--- src/rtl/tsc_pkg.sv ---
// register map, capability fields and reset values of the sensor bank
// assumes: single clock domain, pointer-indexed 16-bit registers
package tsc_pkg;

  // ==========================================================
  // widths
  localparam int PTR_W = 8;
  localparam int REG_W = 16;

  // ==========================================================
  // pointer addresses
  localparam logic [7:0] ADDR_CAPABILITY  = 8'h00;
  localparam logic [7:0] ADDR_CRIT_TRIP   = 8'h04;
  localparam logic [7:0] ADDR_TEMPERATURE = 8'h05;
  localparam logic [7:0] ADDR_MAKER_ID    = 8'h06;
  localparam logic [7:0] ADDR_PART_REV    = 8'h07;
  localparam logic [7:0] ADDR_BUS_OPTIONS = 8'h22;

  // ==========================================================
  // capability word fields
  localparam int SPARE_BITS_LSB          = 5;
  localparam int RESOLUTION_CODE_LSB     = 3;
  localparam int NEGATIVE_RANGE_FLAG_BIT = 2;
  localparam int ACCURACY_GRADE_FLAG_BIT = 1;
  localparam int ALARM_SUPPORT_FLAG_BIT  = 0;

  localparam logic [10:0] SPARE_BITS_VAL          = 11'h000;
  // 0.125 degC per lsb, 11-bit result
  localparam logic [1:0]  RESOLUTION_CODE_VAL     = 2'h2;
  localparam logic        NEGATIVE_RANGE_FLAG_VAL = 1'h1;
  // standard grade accuracy, fixed at manufacture
  localparam logic        ACCURACY_GRADE_FLAG_VAL = 1'h0;
  localparam logic        ALARM_SUPPORT_FLAG_VAL  = 1'h1;

  localparam logic [15:0] CAPABILITY_WORD = {
    SPARE_BITS_VAL, RESOLUTION_CODE_VAL, NEGATIVE_RANGE_FLAG_VAL,
    ACCURACY_GRADE_FLAG_VAL, ALARM_SUPPORT_FLAG_VAL};

  // ==========================================================
  // reset values
  localparam logic [15:0] CRIT_TRIP_RESET   = 16'h0000;
  localparam logic [15:0] BUS_OPTIONS_RESET = 16'h0000;
  localparam logic [15:0] TEMPERATURE_RESET = 16'h0000;
  localparam logic [15:0] RESERVED_READ_VAL = 16'h0000;
  localparam logic [7:0]  POINTER_RESET     = 8'h00;

  // ==========================================================
  // state of the bank
  typedef struct packed {
    logic [7:0]  ptr;
    logic [15:0] temp;
    logic [15:0] rd_data;
    logic        rd_valid;
    logic        wr_ack;
  } tsc_state_t;

endpackage
--- src/rtl/tsc_capability_map.sv ---
// register bank of the memory-module temperature sensor
// assumes: the serial engine decodes frames and hands over pointer
// and data strobes in the clk domain; the converter loads results there
//
// Behaviour
// - a read-only capability word sits at 00h and writes never change it.
// - capability bits 15 to 5 always read zero.
// - capability bits 4:3 read 10b: 0.125 degC per lsb over 11 bits.
// - capability bit 2 reads one: negative temperatures are reported.
// - capability bit 1 reads zero, the standard accuracy grade.
// - capability bit 0 reads one, showing window and critical alarm support.
// - critical trip limit at 04h resets to 0000h; temperature sits at 05h.
// - the bus option register sits at 22h and resets to 0000h.
// - fixed maker and part/revision words at 06h and 07h ignore writes.
// - an 8-bit pointer selects the register; all others are 16 bits.
// - a write to a read-only register is acknowledged, its data dropped.
`timescale 1ns/1ns
`default_nettype none

module tsc_capability_map #(
  // arbitrary neutral identity values
  parameter logic [15:0] MAKER_ID_VAL = 16'h5A5A,
  parameter logic [15:0] PART_REV_VAL = 16'h0101
) (
  // clock, reset, enable
  input  wire logic        clk,
  input  wire logic        rst,
  input  wire logic        ce,
  // pointer load from the serial engine
  input  wire logic        ptr_wr,
  input  wire logic [7:0]  ptr_wdata,
  // register access at the current pointer
  input  wire logic        reg_wr,
  input  wire logic [15:0] reg_wdata,
  input  wire logic        reg_rd,
  // result from the conversion engine
  input  wire logic        temp_load,
  input  wire logic [15:0] temp_value,
  // answers
  output var  logic [7:0]  pointer,
  output var  logic [15:0] rd_data,
  output var  logic        rd_valid,
  output var  logic        wr_ack,
  // held settings for the alarm and bus logic
  output var  logic [15:0] crit_trip_limit,
  output var  logic [15:0] bus_options
);

  // ==========================================================
  // state
  tsc_pkg::tsc_state_t st_q;
  tsc_pkg::tsc_state_t st_d;

  logic        crit_we;
  logic        bus_we;
  logic [15:0] crit_q;
  logic [15:0] bus_q;
  logic [15:0] read_mux;

  // ==========================================================
  // writable registers
  // only the two mapped read/write addresses decode a write strobe;
  // reserved and read-only addresses fall through and drop the data
  always_comb begin
    crit_we = reg_wr && (st_q.ptr == tsc_pkg::ADDR_CRIT_TRIP);
    bus_we  = reg_wr && (st_q.ptr == tsc_pkg::ADDR_BUS_OPTIONS);
  end

  tsc_hold_reg #(
    .RESET_VAL (tsc_pkg::CRIT_TRIP_RESET)
  ) u_crit (
    .clk (clk),
    .rst (rst),
    .ce  (ce),
    .we  (crit_we),
    .d   (reg_wdata),
    .q   (crit_q)
  );

  tsc_hold_reg #(
    .RESET_VAL (tsc_pkg::BUS_OPTIONS_RESET)
  ) u_bus (
    .clk (clk),
    .rst (rst),
    .ce  (ce),
    .we  (bus_we),
    .d   (reg_wdata),
    .q   (bus_q)
  );

  // ==========================================================
  // read selection
  always_comb begin
    unique case (st_q.ptr)
      tsc_pkg::ADDR_CAPABILITY: begin
        read_mux = tsc_pkg::CAPABILITY_WORD;
      end
      tsc_pkg::ADDR_CRIT_TRIP: begin
        read_mux = crit_q;
      end
      tsc_pkg::ADDR_TEMPERATURE: begin
        read_mux = st_q.temp;
      end
      tsc_pkg::ADDR_MAKER_ID: begin
        read_mux = MAKER_ID_VAL;
      end
      tsc_pkg::ADDR_PART_REV: begin
        read_mux = PART_REV_VAL;
      end
      tsc_pkg::ADDR_BUS_OPTIONS: begin
        read_mux = bus_q;
      end
      default: begin
        read_mux = tsc_pkg::RESERVED_READ_VAL;
      end
    endcase
  end

  // ==========================================================
  // next state
  always_comb begin
    st_d          = st_q;
    st_d.rd_valid = 1'b0;
    st_d.wr_ack   = 1'b0;
    if (ptr_wr) begin
      st_d.ptr = ptr_wdata;
    end
    // every data write is acknowledged, mapped or not
    if (reg_wr) begin
      st_d.wr_ack = 1'b1;
    end
    // a read sees the pointer and contents of before this edge
    if (reg_rd) begin
      st_d.rd_data  = read_mux;
      st_d.rd_valid = 1'b1;
    end
    // the measured value is loaded only by the converter, never by the bus
    if (temp_load) begin
      st_d.temp = temp_value;
    end
  end

  always_ff @(posedge clk or posedge rst) begin
    if (rst) begin
      st_q.ptr      <= tsc_pkg::POINTER_RESET;
      st_q.temp     <= tsc_pkg::TEMPERATURE_RESET;
      st_q.rd_data  <= 16'h0000;
      st_q.rd_valid <= 1'b0;
      st_q.wr_ack   <= 1'b0;
    end else if (ce) begin
      st_q <= st_d;
    end
  end

  // ==========================================================
  // outputs, each straight from a flip-flop
  assign pointer         = st_q.ptr;
  assign rd_data         = st_q.rd_data;
  assign rd_valid        = st_q.rd_valid;
  assign wr_ack          = st_q.wr_ack;
  assign crit_trip_limit = crit_q;
  assign bus_options     = bus_q;
endmodule

`default_nettype wire

--- src/rtl/tsc_hold_reg.sv ---
// one writable 16-bit register with a constant reset value
// assumes: write strobe already decoded by the caller, same clock
`timescale 1ns/1ns
`default_nettype none

module tsc_hold_reg #(
  parameter logic [15:0] RESET_VAL = 16'h0000
) (
  // clock, reset and enable
  input  wire logic        clk,
  input  wire logic        rst,
  input  wire logic        ce,
  // write side
  input  wire logic        we,
  input  wire logic [15:0] d,
  // held value
  output var  logic [15:0] q
);

  logic [15:0] q_q;
  logic [15:0] q_d;

  always_comb begin
    q_d = q_q;
    if (ce && we) begin
      q_d = d;
    end
  end

  always_ff @(posedge clk or posedge rst) begin
    if (rst) begin
      q_q <= RESET_VAL;
    end else begin
      q_q <= q_d;
    end
  end

  assign q = q_q;

endmodule

`default_nettype wire

--- config.mk ---
export PLATFORM = sky130hd
export DESIGN_NAME = tsc_capability_map
export DESIGN_NICKNAME = d
export VERILOG_FILES = /design/src/rtl/tsc_pkg.sv /design/src/rtl/tsc_capability_map.sv /design/src/rtl/tsc_hold_reg.sv
export SDC_FILE = /design/constraint.sdc
export NUM_CORES = 1
export LEC_CHECK = 0
export ABC_AREA = 0
export BUFFER_PORTS_ARGS = -buffer_cell sky130_fd_sc_hd__buf_2
export CAP_MARGIN = 10
export CORE_ASPECT_RATIO = 1.25
export CORE_MARGIN = 2
export CORE_UTILIZATION = 44
export CTS_CLUSTER_DIAMETER = 60
export DETAILED_ROUTE_END_ITERATION = 16
export GPL_TIMING_DRIVEN = 0
export HOLD_SLACK_MARGIN = 0.08
export PLACE_DENSITY_LB_ADDON = 0.12
export SLEW_MARGIN = 5
export SYNTH_ARGS = -nofsm -noshare
export SYNTH_HDL_FRONTEND = slang
export SYNTH_HIERARCHICAL = 1
export SYNTH_SLANG_ARGS = --single-unit
--- constraint.sdc ---
create_clock -name clk -period 3.5 [get_ports clk]
set_clock_uncertainty 0.05 [all_clocks]
set_input_delay 0.175 -clock clk [delete_from_list [all_inputs] [get_ports clk]]
set_output_delay 0.175 -clock clk [all_outputs]
set_load 0.02 [all_outputs]
== Word level (Yosys, flattened, before mapping) ==
Cells that the tools add are included.
Storage, ports and cells
  bits in registers: 74
  bits of input ports: 47
  output and inout bits: 58
  logic and storage cells: 23
Operators by class
  equal/unequal tests: 5
  muxes and demuxes: 3
  reductions and logical operators: 8
Operators by type and width (count)
  $pmux 16 s6: 1
  $eq 8x3->1 const B: 4
  $eq 8x6->1 const B: 1
  $logic_not 8->1: 1
  $reduce_and 2->1: 3
  $logic_and 1x1->1: 4
  $mux 1: 2

== Depth between registers and ports, before layout ==
Gate-level depths: netlist of the first run.
  word-level depth: 3
  depth in mapped cells: 8

== Cells and area by module ==
Netlist of the first run, hierarchy kept.
Modules (own cells, without submodules)
  tsc_capability_map: times used 1, cells an instance 211, area each 2253.4 um^2, seq. area each 1051.0 um^2
  tsc_hold_reg: times used 2, cells an instance 35, area each 639.4 um^2, seq. area each 400.4 um^2

== Worst setup path before layout of the first run ==
No wires, ideal clock.
  path kind: register to register
  from: register st_q (netlist bit pointer[4])
  to: register u_bus.q_q[10] (netlist: u_bus/q[10])
  setup time: 125 ps
  data arrival time: 2215 ps
  data required time: 3325 ps
  setup slack: 1110 ps
  stages on the path, launching flop included: 8
  path buffers: 2
  clock period less this slack: 2390 ps
  path through: dfrtp_1 -> or4_1 -> buf_4 -> nor3b_2 -> and2_1 -> nand2_2 -> buf_6 -> mux2_4
Between the ends
  cells in the longest elaborated chain, start to end: 3
Ends and longest elaborated chain
  from (decl): line tsc_capability_map.sv:51  | tsc_pkg::tsc_state_t st_q;
  from (signal assigned): line tsc_capability_map.sv:151  | st_q <= st_d;
  $eq 8x6->1: line tsc_capability_map.sv:66  | bus_we = reg_wr && (st_q.ptr == tsc_pkg::ADDR_BUS_OPTIONS);
  $logic_and 1x1->1: line tsc_capability_map.sv:66
  via bus_we: line tsc_capability_map.sv:55  | logic bus_we;
  $logic_and 1x1->1: line tsc_hold_reg.sv:25  | if (ce && we) begin
  to (signal assigned): line tsc_hold_reg.sv:34  | q_q <= q_d;
  to (decl): line tsc_hold_reg.sv:20  | logic [15:0] q_q;
The timed path passes the listed nets, and every way through them passes these cells.
A chain may end at the register's enable or synchronous reset.

== Worst setup path after layout of the first run ==
  from: register st_q (netlist bit pointer[4])
  to: register u_bus.q_q[12] (netlist: u_bus/q[12])
Same word-level chain as after synthesis.

==> impl_metrics.tcl, run 1 <==
set metrics [dict create \
    drv_cap 0 \
    ctsLongestPathBuffers 2 \
    total_power_mw 1.97 \
    grt_antenna_before_repair 0 \
    status "finished clean" \
    crit_path_end_kind "register" \
    area_growth_pct 35.1 \
    worstReg2RegStart "pointer[4]$_DFFE_PP0P_" \
    gp_congestion 0.824 \
    syn_nets 328 \
    ys_types 39 \
    hold_start "ce" \
    grt_pass1_wl_um 15100 \
    fin_crit_sh_pct 82.3 \
    rsz0062_at_grt "no" \
    setup_violations 0 \
    peakVddDrop_v 0.000221 \
    floorplan.initialDensity_pct 45.3 \
    wl_per_cell_um 17.4 \
    synth-async-reset-ratio_pct 100 \
    ys.flop_type "dfrtp_1" \
    fin_nets 486 \
    drtIter0Drc 201 \
    vias 2845 \
    cts_setup_buffers 0 \
    drt-total-wl_um 9350 \
    setup_tns_ns 0 \
    drc 0 \
    cts_max_level 3 \
    insertion_delay_ns 0.33 \
    fmax_mhz 347 \
    tightest_slew_ns 1.11 \
    port_buffers 104 \
    p_per_area_nw_per_um2 413 \
    avgSynthCellArea_um2 12.6 \
    cts_tree "done" \
    clk_pin_slew_ns 0.08 \
    critPathMaxStageDelay_ns 0.60 \
    cp.arrival_ns 3.05 \
    vias_per_cell 5.30 \
    placed_area_um2 4190 \
    grt_pass1_vias 2869 \
    dieArea_um2 8760 \
    crit_fanout 10 \
    track_usage_pct 22.2 \
    cts_made_buffers 9 \
    crit_path_cell_trace "or4_1 > buf_4 > nor3b_2 > and2_1 > nand2_2 > buf_6 > mux2_4" \
    drv_slew 0 \
    finalCriticalPeriod_ns 2.88 \
    die_y_um 104 \
    antenna_cells 0 \
    cp.required_ns 3.67 \
    utilization_pct 61.2 \
    ys_ff_latch 74 \
    p_leak_nw 2.43 \
    hold_path_class "in2reg" \
    slowest_stage "nor3b_2" \
    syn_inst 281 \
    synth_warnings 6 \
    ant_nets 0 \
    synth_area_um2 3530 \
    grt-ovfl-total 0 \
    dr.pass1.iters 4 \
    cp-start-kind "register" \
    hold_viol_final 0 \
    clock-root-buffer "clkbuf_8" \
    core_region_area_um2 7790 \
    criticalPathCategory "reg2reg" \
    seq_area_frac_synth_pct 52.4 \
    grt_max_degree 33 \
    num_rows 36 \
    drive_gt1_share_pct 48.9 \
    clock_sinks 74 \
    critPathLaunch "pointer[4]$_DFFE_PP0P_" \
    synth_edf_count 0 \
    dp_hpwl_um 6520 \
    final_area_um2 4770 \
    slew_headroom_pct 25.1 \
    io_pins 105 \
    die_x_um 84.1 \
]
-- final cells by class --
class                   instances  area [um^2]
fillers                       653         3020
flip-flops and latches         74         1850
multi-input cells             158         1390
repair buffers                147          961
plain buffers                  37          250
clock buffers                  11          141
well taps                      95          119
inverters                      12         45.0
clock inverters                 3         17.5
-- placed cells by master (no fill, tap or decap), types with 5 or more instances in the layout --
cell type      count
buf_2            106
clkbuf_8          10
dlygate4sd3_1     42
a222oi_1           6
nor2_1             5
a21oi_1            6
mux2_2            37
dfrtp_1           74
o21ai_1            9
o32a_1             6
buf_4             25
a41oi_1            6
mux2_4            20
inv_1             11
nand2_1           21
clkbuf_1           8
-- final timing paths --
path                            depth (start not counted)                      end  slack (ns)
worst max-delay path                                    7  u_bus/q[12]$_DFFE_PP0P_        0.62
worst min-delay path                                    2     rd_valid$_DFFE_PP0P_        0.16
worst max register to register                          7  u_bus/q[12]$_DFFE_PP0P_        0.62
worst min register to register                          2  rd_data[11]$_DFFE_PP0P_        0.43
max in group asynchronous                               3   u_bus/q[0]$_DFFE_PP0P_        2.43
min in group asynchronous                               3     st_q[29]$_DFFE_PP0P_        0.30
-- flip-flops by register name, indices dropped and copies added (netlist names) --
| name | cells |
|---|---|
| u_bus/q | 16 |
| u_crit/q | 16 |
| wr_ack | 1 |
| st_q | 16 |
| rd_valid | 1 |
| rd_data | 16 |
| pointer | 8 |
-- cell families (layout without fill, tap and decap cells) --
kind of cell	after synthesis	after routing	share of synthesized area (%)
flip-flops	74	74	52.4
buffers and inverters	49	210	8.36
AND/OR/NAND/NOR	48	48	7.51
AO/OA/AOI/OAI	53	53	11.4
multiplexers	57	57	20.3
-- synthesized netlist by cell type, types with 5 or more instances --
cell	count	share of area, %
nand2_1	21	2.2
buf_4	25	5.3
mux2_4	20	8.5
clkbuf_1	7	0.74
o21ai_1	9	1.3
o32a_1	6	1.7
a41oi_1	6	1.5
inv_1	12	1.3
mux2_2	37	12
a21oi_1	6	0.85
dfrtp_1	74	52
a222oi_1	6	1.7
nor2_1	5	0.53
-- routing by layer --
metal | track usage, % | vias to the layer above | routed length, um
li1 | - | 1316 | -
met1 | 30.4 | 1421 | 4090
met2 | 35.9 | 99 | 4610
met3 | 4.92 | 9 | 536
met4 | 5.76 | 0 | 108
met5 | 0 | - | 0
-- per-stage QoR --
| stage | std cells | worst slack, ns | hold slack, ns |
|---|---|---|---|
| 6_report | 537 | 0.621 | 0.158 |
| 5_1_grt | 537 | 0.536 | 0.181 |
| 4_1_cts | 537 | 0.641 | 0.148 |
| 3_5_place_dp | 481 | 0.649 | 0.105 |
| 3_3_place_gp | 480 | 0.693 | 0.287 |
| 2_1_floorplan | 281 | 1.11 | 0.0387 |
-- critical path, delay by kind of cell (launching register included) --
kind / cells / cell delay [ns]
flops: 1 / 0.43
buf+inv: 2 / 0.42
mux: 1 / 0.30
simple gates: 4 / 1.54
-- power by group --
group,switching [mW],internal (mW)
registers,0.0609,0.929
clock network,0.299,0.267
logic,0.216,0.199
-- what timing repair did --
action | in CTS | in global routing
gates resized for setup | 0 | 0
hold endpoints to repair | 131 | 0
hold buffers | 42 | 0
endpoints found under the setup margin | 0 | 0
Note: power is estimated with default switching activity, not from simulation.
==> run 2, diff against run 1 <==
--- a/config.mk
+++ b/config.mk
@@ -5,7 +5,7 @@
 export SDC_FILE = /design/constraint.sdc
 export NUM_CORES = 1
 export LEC_CHECK = 0
-export ABC_AREA = 0
+export ABC_AREA = 1
 export BUFFER_PORTS_ARGS = -buffer_cell sky130_fd_sc_hd__buf_2
 export CAP_MARGIN = 10
 export CORE_ASPECT_RATIO = 1.25
==> constraint.sdc (replaced) <==
create_clock -name clk -period 2.4 [get_ports clk]
set_clock_uncertainty 0.05 [all_clocks]
set_input_delay 0.12 -clock clk [delete_from_list [all_inputs] [get_ports clk]]
set_output_delay 0.12 -clock clk [all_outputs]
set_load 0.02 [all_outputs]
==> impl_metrics.tcl, run 2 <==
set metrics [dict create \
    cts_setup_buffers 0 \
    clock-root-buffer "clkbuf_8" \
    tightest_slew_ns 0.607 \
    hold_viol_final 0 \
    internal-power_mw 1.94 \
    p_leak_nw 2.69 \
    drv_slew 0 \
    synth_edf_count 0 \
    die_x_um 85.5 \
    drt-total-wl_um 9260 \
    die_y_um 106 \
    drive_gt1_share_pct 31.6 \
    port_buffers 104 \
    fmax_mhz 549 \
    cts_made_buffers 9 \
    cts-resized-gates 0 \
    insertion_delay_ns 0.34 \
    rrSetupSlack_ns 0.58 \
    io_pins 105 \
    synth_area_leaders "dfrtp_1 51%, nand2_1 14%, nand3_1 10%" \
    placed_area_um2 4320 \
    criticalPathCategory "reg2reg" \
    synth_warnings 6 \
    grt_pass1_wl_um 15400 \
    core_region_area_um2 8150 \
    cp.arrival_ns 2.01 \
    p_per_area_nw_per_um2 536 \
    floorplan.initialDensity_pct 44.9 \
    worstReg2RegStart "pointer[2]$_DFFE_PP0P_" \
    cp.required_ns 2.58 \
    reg2regPathDepth 10 \
    clk_pin_slew_ns 0.07 \
    finalCriticalPeriod_ns 1.82 \
    gp_congestion 0.883 \
    dr.pass1.iters 4 \
    num_rows 37 \
    synth_largest_area_cell "dfrtp_1" \
    synthTopCellsByCount "133 x nand2_1, 74 x dfrtp_1, 74 x nand3_1, 26 x buf_4, 20 x nor2_1" \
    final_common_cell "nand2_1" \
    synth_top_area_share_pct 50.7 \
    switchingPower_uw 696 \
    fin_nets 621 \
    track_usage_pct 21.8 \
    final_area_um2 4910 \
    total_power_mw 2.63 \
    rsz0062_at_grt "no" \
    grt-ovfl-total 0 \
    vias 3247 \
    ys_ff_latch 74 \
    drtIter0Drc 136 \
    holdPathStages 4 \
    grt_pass1_vias 3242 \
    pwr-share-clk_pct 31.3 \
    setup_tns_ns 0 \
    peakVddDrop_v 0.000370 \
    hold_path_class "in2reg" \
    clock_sinks 74 \
    hold_start "ptr_wr" \
    cp-start-kind "register" \
    syn_inst 415 \
    switching_share_pct 26.4 \
    slew_headroom_pct 59.5 \
    area_growth_pct 34.2 \
    vias_per_cell 4.82 \
    ys_types 21 \
    synth-async-reset-ratio_pct 100 \
    crit_path_end_kind "register" \
    avgSynthCellArea_um2 8.81 \
    fin_crit_sh_pct 75.9 \
    ys.flop_type "dfrtp_1" \
    grt_max_degree 42 \
    power.share.sequential_pct 53.0 \
    status "finished clean" \
    wl_per_cell_um 13.8 \
    drv_cap 0 \
    min_to "pointer[6]$_DFFE_PP0P_" \
    final_cell_mix "133 x nand2_1, 108 x buf_2, 74 x nand3_1, 74 x dfrtp_1, 43 x dlygate4sd3_1" \
    cts_tree "done" \
    syn_nets 462 \
    r2r_end "u_bus/q[10]$_DFFE_PP0P_" \
    ctsLongestPathBuffers 2 \
    seq_area_frac_synth_pct 50.7 \
    ant_nets 0 \
    grt_antenna_before_repair 0 \
    combPwrFrac_pct 15.7 \
    setup_violations 0 \
    dp_hpwl_um 7140 \
    cts_max_level 3 \
    synth_area_um2 3650 \
    dieArea_um2 9060 \
    antenna_cells 0 \
    yosysMostFrequentCell "nand2_1" \
    crit_fanout 10 \
    drc 0 \
    utilization_pct 60.2 \
]
[run 2: cell types whose count changed after synthesis, sizes merged, moves of 8 or more]
| cell | delta |
|---|---|
| nand3 | +74 |
| nor2 | +20 |
| o21ai | -15 |
| nand4 | +11 |
| mux2 | -41 |
| nand2 | +119 |
| inv | +8 |
[run 2: how the worst max path moves through the flow]
| stage | start | endpoint | slack [ns] | cells past startpoint |
|---|---|---|---|---|
| floorplan | pointer[6]$_DFFE_PP0P_ | u_bus/q[4]$_DFFE_PP0P_ | 0.87 | 10 |
| detailed placement | pointer[2]$_DFFE_PP0P_ | u_bus/q[4]$_DFFE_PP0P_ | 0.62 | 10 |
| finish | pointer[2]$_DFFE_PP0P_ | u_bus/q[10]$_DFFE_PP0P_ | 0.58 | 10 |
| global placement | pointer[2]$_DFFE_PP0P_ | u_bus/q[6]$_DFFE_PP0P_ | 0.64 | 10 |
| CTS | pointer[2]$_DFFE_PP0P_ | u_bus/q[10]$_DFFE_PP0P_ | 0.60 | 10 |
| global route | pointer[2]$_DFFE_PP0P_ | u_bus/q[6]$_DFFE_PP0P_ | 0.47 | 10 |
[run 2: power groups by stage]
| stage | clock (mW) | sequential [mW] | combinational [mW] |
|---|---|---|---|
| floorplan | 0 | 1.43 | 0.208 |
| global placement | 0 | 1.42 | 0.353 |
| detailed placement | 0 | 1.42 | 0.363 |
| CTS | 0.846 | 1.39 | 0.417 |
| global route | 0.900 | 1.41 | 0.457 |
| finish | 0.823 | 1.40 | 0.413 |
[run 2: worst max-delay path, cell delays in order (launching register included)]
cell and delay (ns):
dfrtp_1 0.43, inv_1 0.09, nand2_1 0.06, nor2_2 0.30, nand2_1 0.15, nor2_1 0.14
buf_6 0.16, nand2_8 0.07, buf_6 0.14, nand2_1 0.06, nand2_1 0.05
[run 2: logic make-up after synthesis]
group / Yosys count / share of synthesized area, %
AO/OA/AOI/OAI: 10 / 1.37
buffers and inverters: 63 / 11.6
flip-flops: 74 / 50.7
multiplexers: 16 / 4.93
AND/OR/NAND/NOR: 252 / 31.4
[run 2: timing repair]
action	in CTS	in global routing
setup endpoints to repair	0	0
hold buffers	43	0
hold endpoints to repair	131	0
[run 2: metrics by stage]
step / std cells / hold slack [ns] / setup slack (ns)
finish: 673 / 0.122 / 0.578
global route: 673 / 0.131 / 0.474
CTS: 673 / 0.115 / 0.603
detailed placement: 617 / -0.0537 / 0.622
global placement: 616 / 0.180 / 0.645
floorplan: 415 / -0.0163 / 0.870
[run 2: area by class of cell]
cell class / instances / area (um^2)
clock buffers: 13 / 159
inverters: 21 / 78.8
flip-flops and latches: 74 / 1850
repair buffers: 148 / 971
well taps: 97 / 121
fillers: 756 / 3240
plain buffers: 42 / 345
multi-input cells: 278 / 1380
[run 2: layer usage]
| metal | share of wire [%] | up-vias | wire length, um | global-route usage [%] |
|---|---|---|---|---|
| met5 | 0 | - | 0 | 0 |
| met4 | 2.7 | 0 | 246 | 9.98 |
| met3 | 4.1 | 15 | 381 | 3.49 |
| met2 | 48 | 85 | 4450 | 35.3 |
| li1 | - | 1644 | - | - |
| met1 | 45 | 1503 | 4190 | 28.7 |
==> run 3, diff against run 2 <==
--- a/config.mk
+++ b/config.mk
@@ -5,7 +5,7 @@
 export SDC_FILE = /design/constraint.sdc
 export NUM_CORES = 1
 export LEC_CHECK = 0
-export ABC_AREA = 1
+export ABC_AREA = 0
 export BUFFER_PORTS_ARGS = -buffer_cell sky130_fd_sc_hd__buf_2
 export CAP_MARGIN = 10
 export CORE_ASPECT_RATIO = 1.25
==> constraint.sdc (replaced) <==
create_clock -name clk -period 1.6 [get_ports clk]
set_clock_uncertainty 0.05 [all_clocks]
set_input_delay 0.08 -clock clk [delete_from_list [all_inputs] [get_ports clk]]
set_output_delay 0.08 -clock clk [all_outputs]
set_load 0.02 [all_outputs]
==> impl_metrics.tcl, run 3 (synthesis results as in run 1) <==
set metrics [dict create \
    status "complete, but fails checks" \
    violations "negative setup slack" \
    p_per_area_nw_per_um2 876 \
    cp.arrival_ns 2.39 \
    antenna_cells 0 \
    insertion_delay_ns 0.36 \
    grt_pass1_wl_um 16200 \
    num_rows 36 \
    drtIter0Drc 128 \
    dieArea_um2 8760 \
    worst_slack_ns -0.598 \
    final_common_cell "buf_2" \
    holdWs_ns 0.100 \
    cts_max_level 3 \
    slew_headroom_pct 45.9 \
    ant_nets 0 \
    cts_tree "done" \
    cp-start-kind "register" \
    floorplan.initialDensity_pct 45.3 \
    fillerInstances 601 \
    clock-root-buffer "clkbuf_8" \
    gp_congestion 0.783 \
    clock_sinks 74 \
    wl_per_cell_um 18.5 \
    multiInputGateArea_um2 1560 \
    finalCriticalPeriod_ns 2.20 \
    vias 2981 \
    hold_path_class "in2async" \
    place_ws_ns -1.10 \
    port_buffers 104 \
    io_pins 105 \
    dr.pass1.iters 4 \
    track_usage_pct 24.2 \
    drc 0 \
    fmax_mhz 455 \
    drv_slew 0 \
    p_leak_nw 2.65 \
    final_area_um2 5210 \
    clk_pin_slew_ns 0.07 \
    rsz0062_at_grt "yes" \
    vias_per_cell 5.32 \
    final_cell_mix "104 x buf_2, 74 x dfrtp_1, 42 x dlygate4sd3_1" \
    hold_viol_final 0 \
    drt-total-wl_um 10400 \
    dp_hpwl_um 6560 \
    crit_fanout 5 \
    grt-ovfl-total 0 \
    area_growth_pct 47.5 \
    die_x_um 84.1 \
    setup_violations 48 \
    total_power_mw 4.56 \
    ctsLongestPathBuffers 2 \
    grt_pass1_vias 3076 \
    stdcell_count 560 \
    seq_area_um2 1850 \
    place_inst 481 \
    die_y_um 104 \
    drive_gt1_share_pct 55.9 \
    tightest_slew_ns 0.811 \
    fin_nets 507 \
    core_region_area_um2 7790 \
    drv_cap 0 \
    criticalPathCategory "reg2reg" \
    grt_antenna_before_repair 0 \
    placed_area_um2 4220 \
    cp.required_ns 1.79 \
    grt_max_degree 40 \
    peakVddDrop_v 0.000602 \
    setup_tns_ns -25.96 \
    fin_crit_sh_pct 137 \
    cts_made_buffers 9 \
    crit_path_end_kind "register" \
    utilization_pct 66.9 \
]
## run 3: what timing repair did
action	CTS	global route
buffers inserted	12	8
resized for setup	27	17
endpoints found under the hold margin	131	0
pin swaps	17	11
gates cloned	2	1
hold buffers	42	0
setup endpoints to repair	48	48
## run 3: per-layer routing
layer / track usage, % / up-vias / wire (um)
met5: 0 / - / 0
met4: 10.4 / 0 / 223
met3: 3.81 / 22 / 489
met2: 41.4 / 103 / 5400
met1: 30.0 / 1487 / 4250
li1: - / 1369 / -
## run 3: final timing paths
path                       slack (ns)                        to  cells past startpoint               startpoint
max                             -0.60  u_crit/q[13]$_DFFE_PP0P_                      7   pointer[7]$_DFFE_PP0P_
min in group clk                 0.15      rd_valid$_DFFE_PP0P_                      2                       ce
min                              0.10   rd_data[11]$_DFFE_PP0P_                      3                      rst
min reg2reg                      0.44   rd_data[11]$_DFFE_PP0P_                      2  rd_data[11]$_DFFE_PP0P_
max reg2reg                     -0.60  u_crit/q[13]$_DFFE_PP0P_                      7   pointer[7]$_DFFE_PP0P_
max in group asynchronous        0.60    u_bus/q[6]$_DFFE_PP0P_                      3                      rst
## run 3: critical path, stage by stage, from the launching register on
cell       delay, ns
dfrtp_1         0.39
or4_4           0.55
buf_8           0.15
nor3_4          0.20
and2_4          0.20
nand2_8         0.07
clkbuf_16       0.18
mux2_4          0.29
## run 3: power by group
| part | switching, mW | internal, mW | total, mW |
|---|---|---|---|
| sequential | 0.140 | 2.03 | 2.17 |
| clock | 0.670 | 0.687 | 1.36 |
| combinational | 0.534 | 0.501 | 1.03 |
## run 3: area by class of cell
class                           count  area share (%)
Clock buffer                       14            3.31
Sequential cell                    74            35.5
Clock inverter                      2           0.192
Tap cell                           95            2.28
Timing Repair Buffer              168            22.5
Multi-Input combinational cell    159            29.8
Buffer                             36            5.50
Inverter                           12           0.864
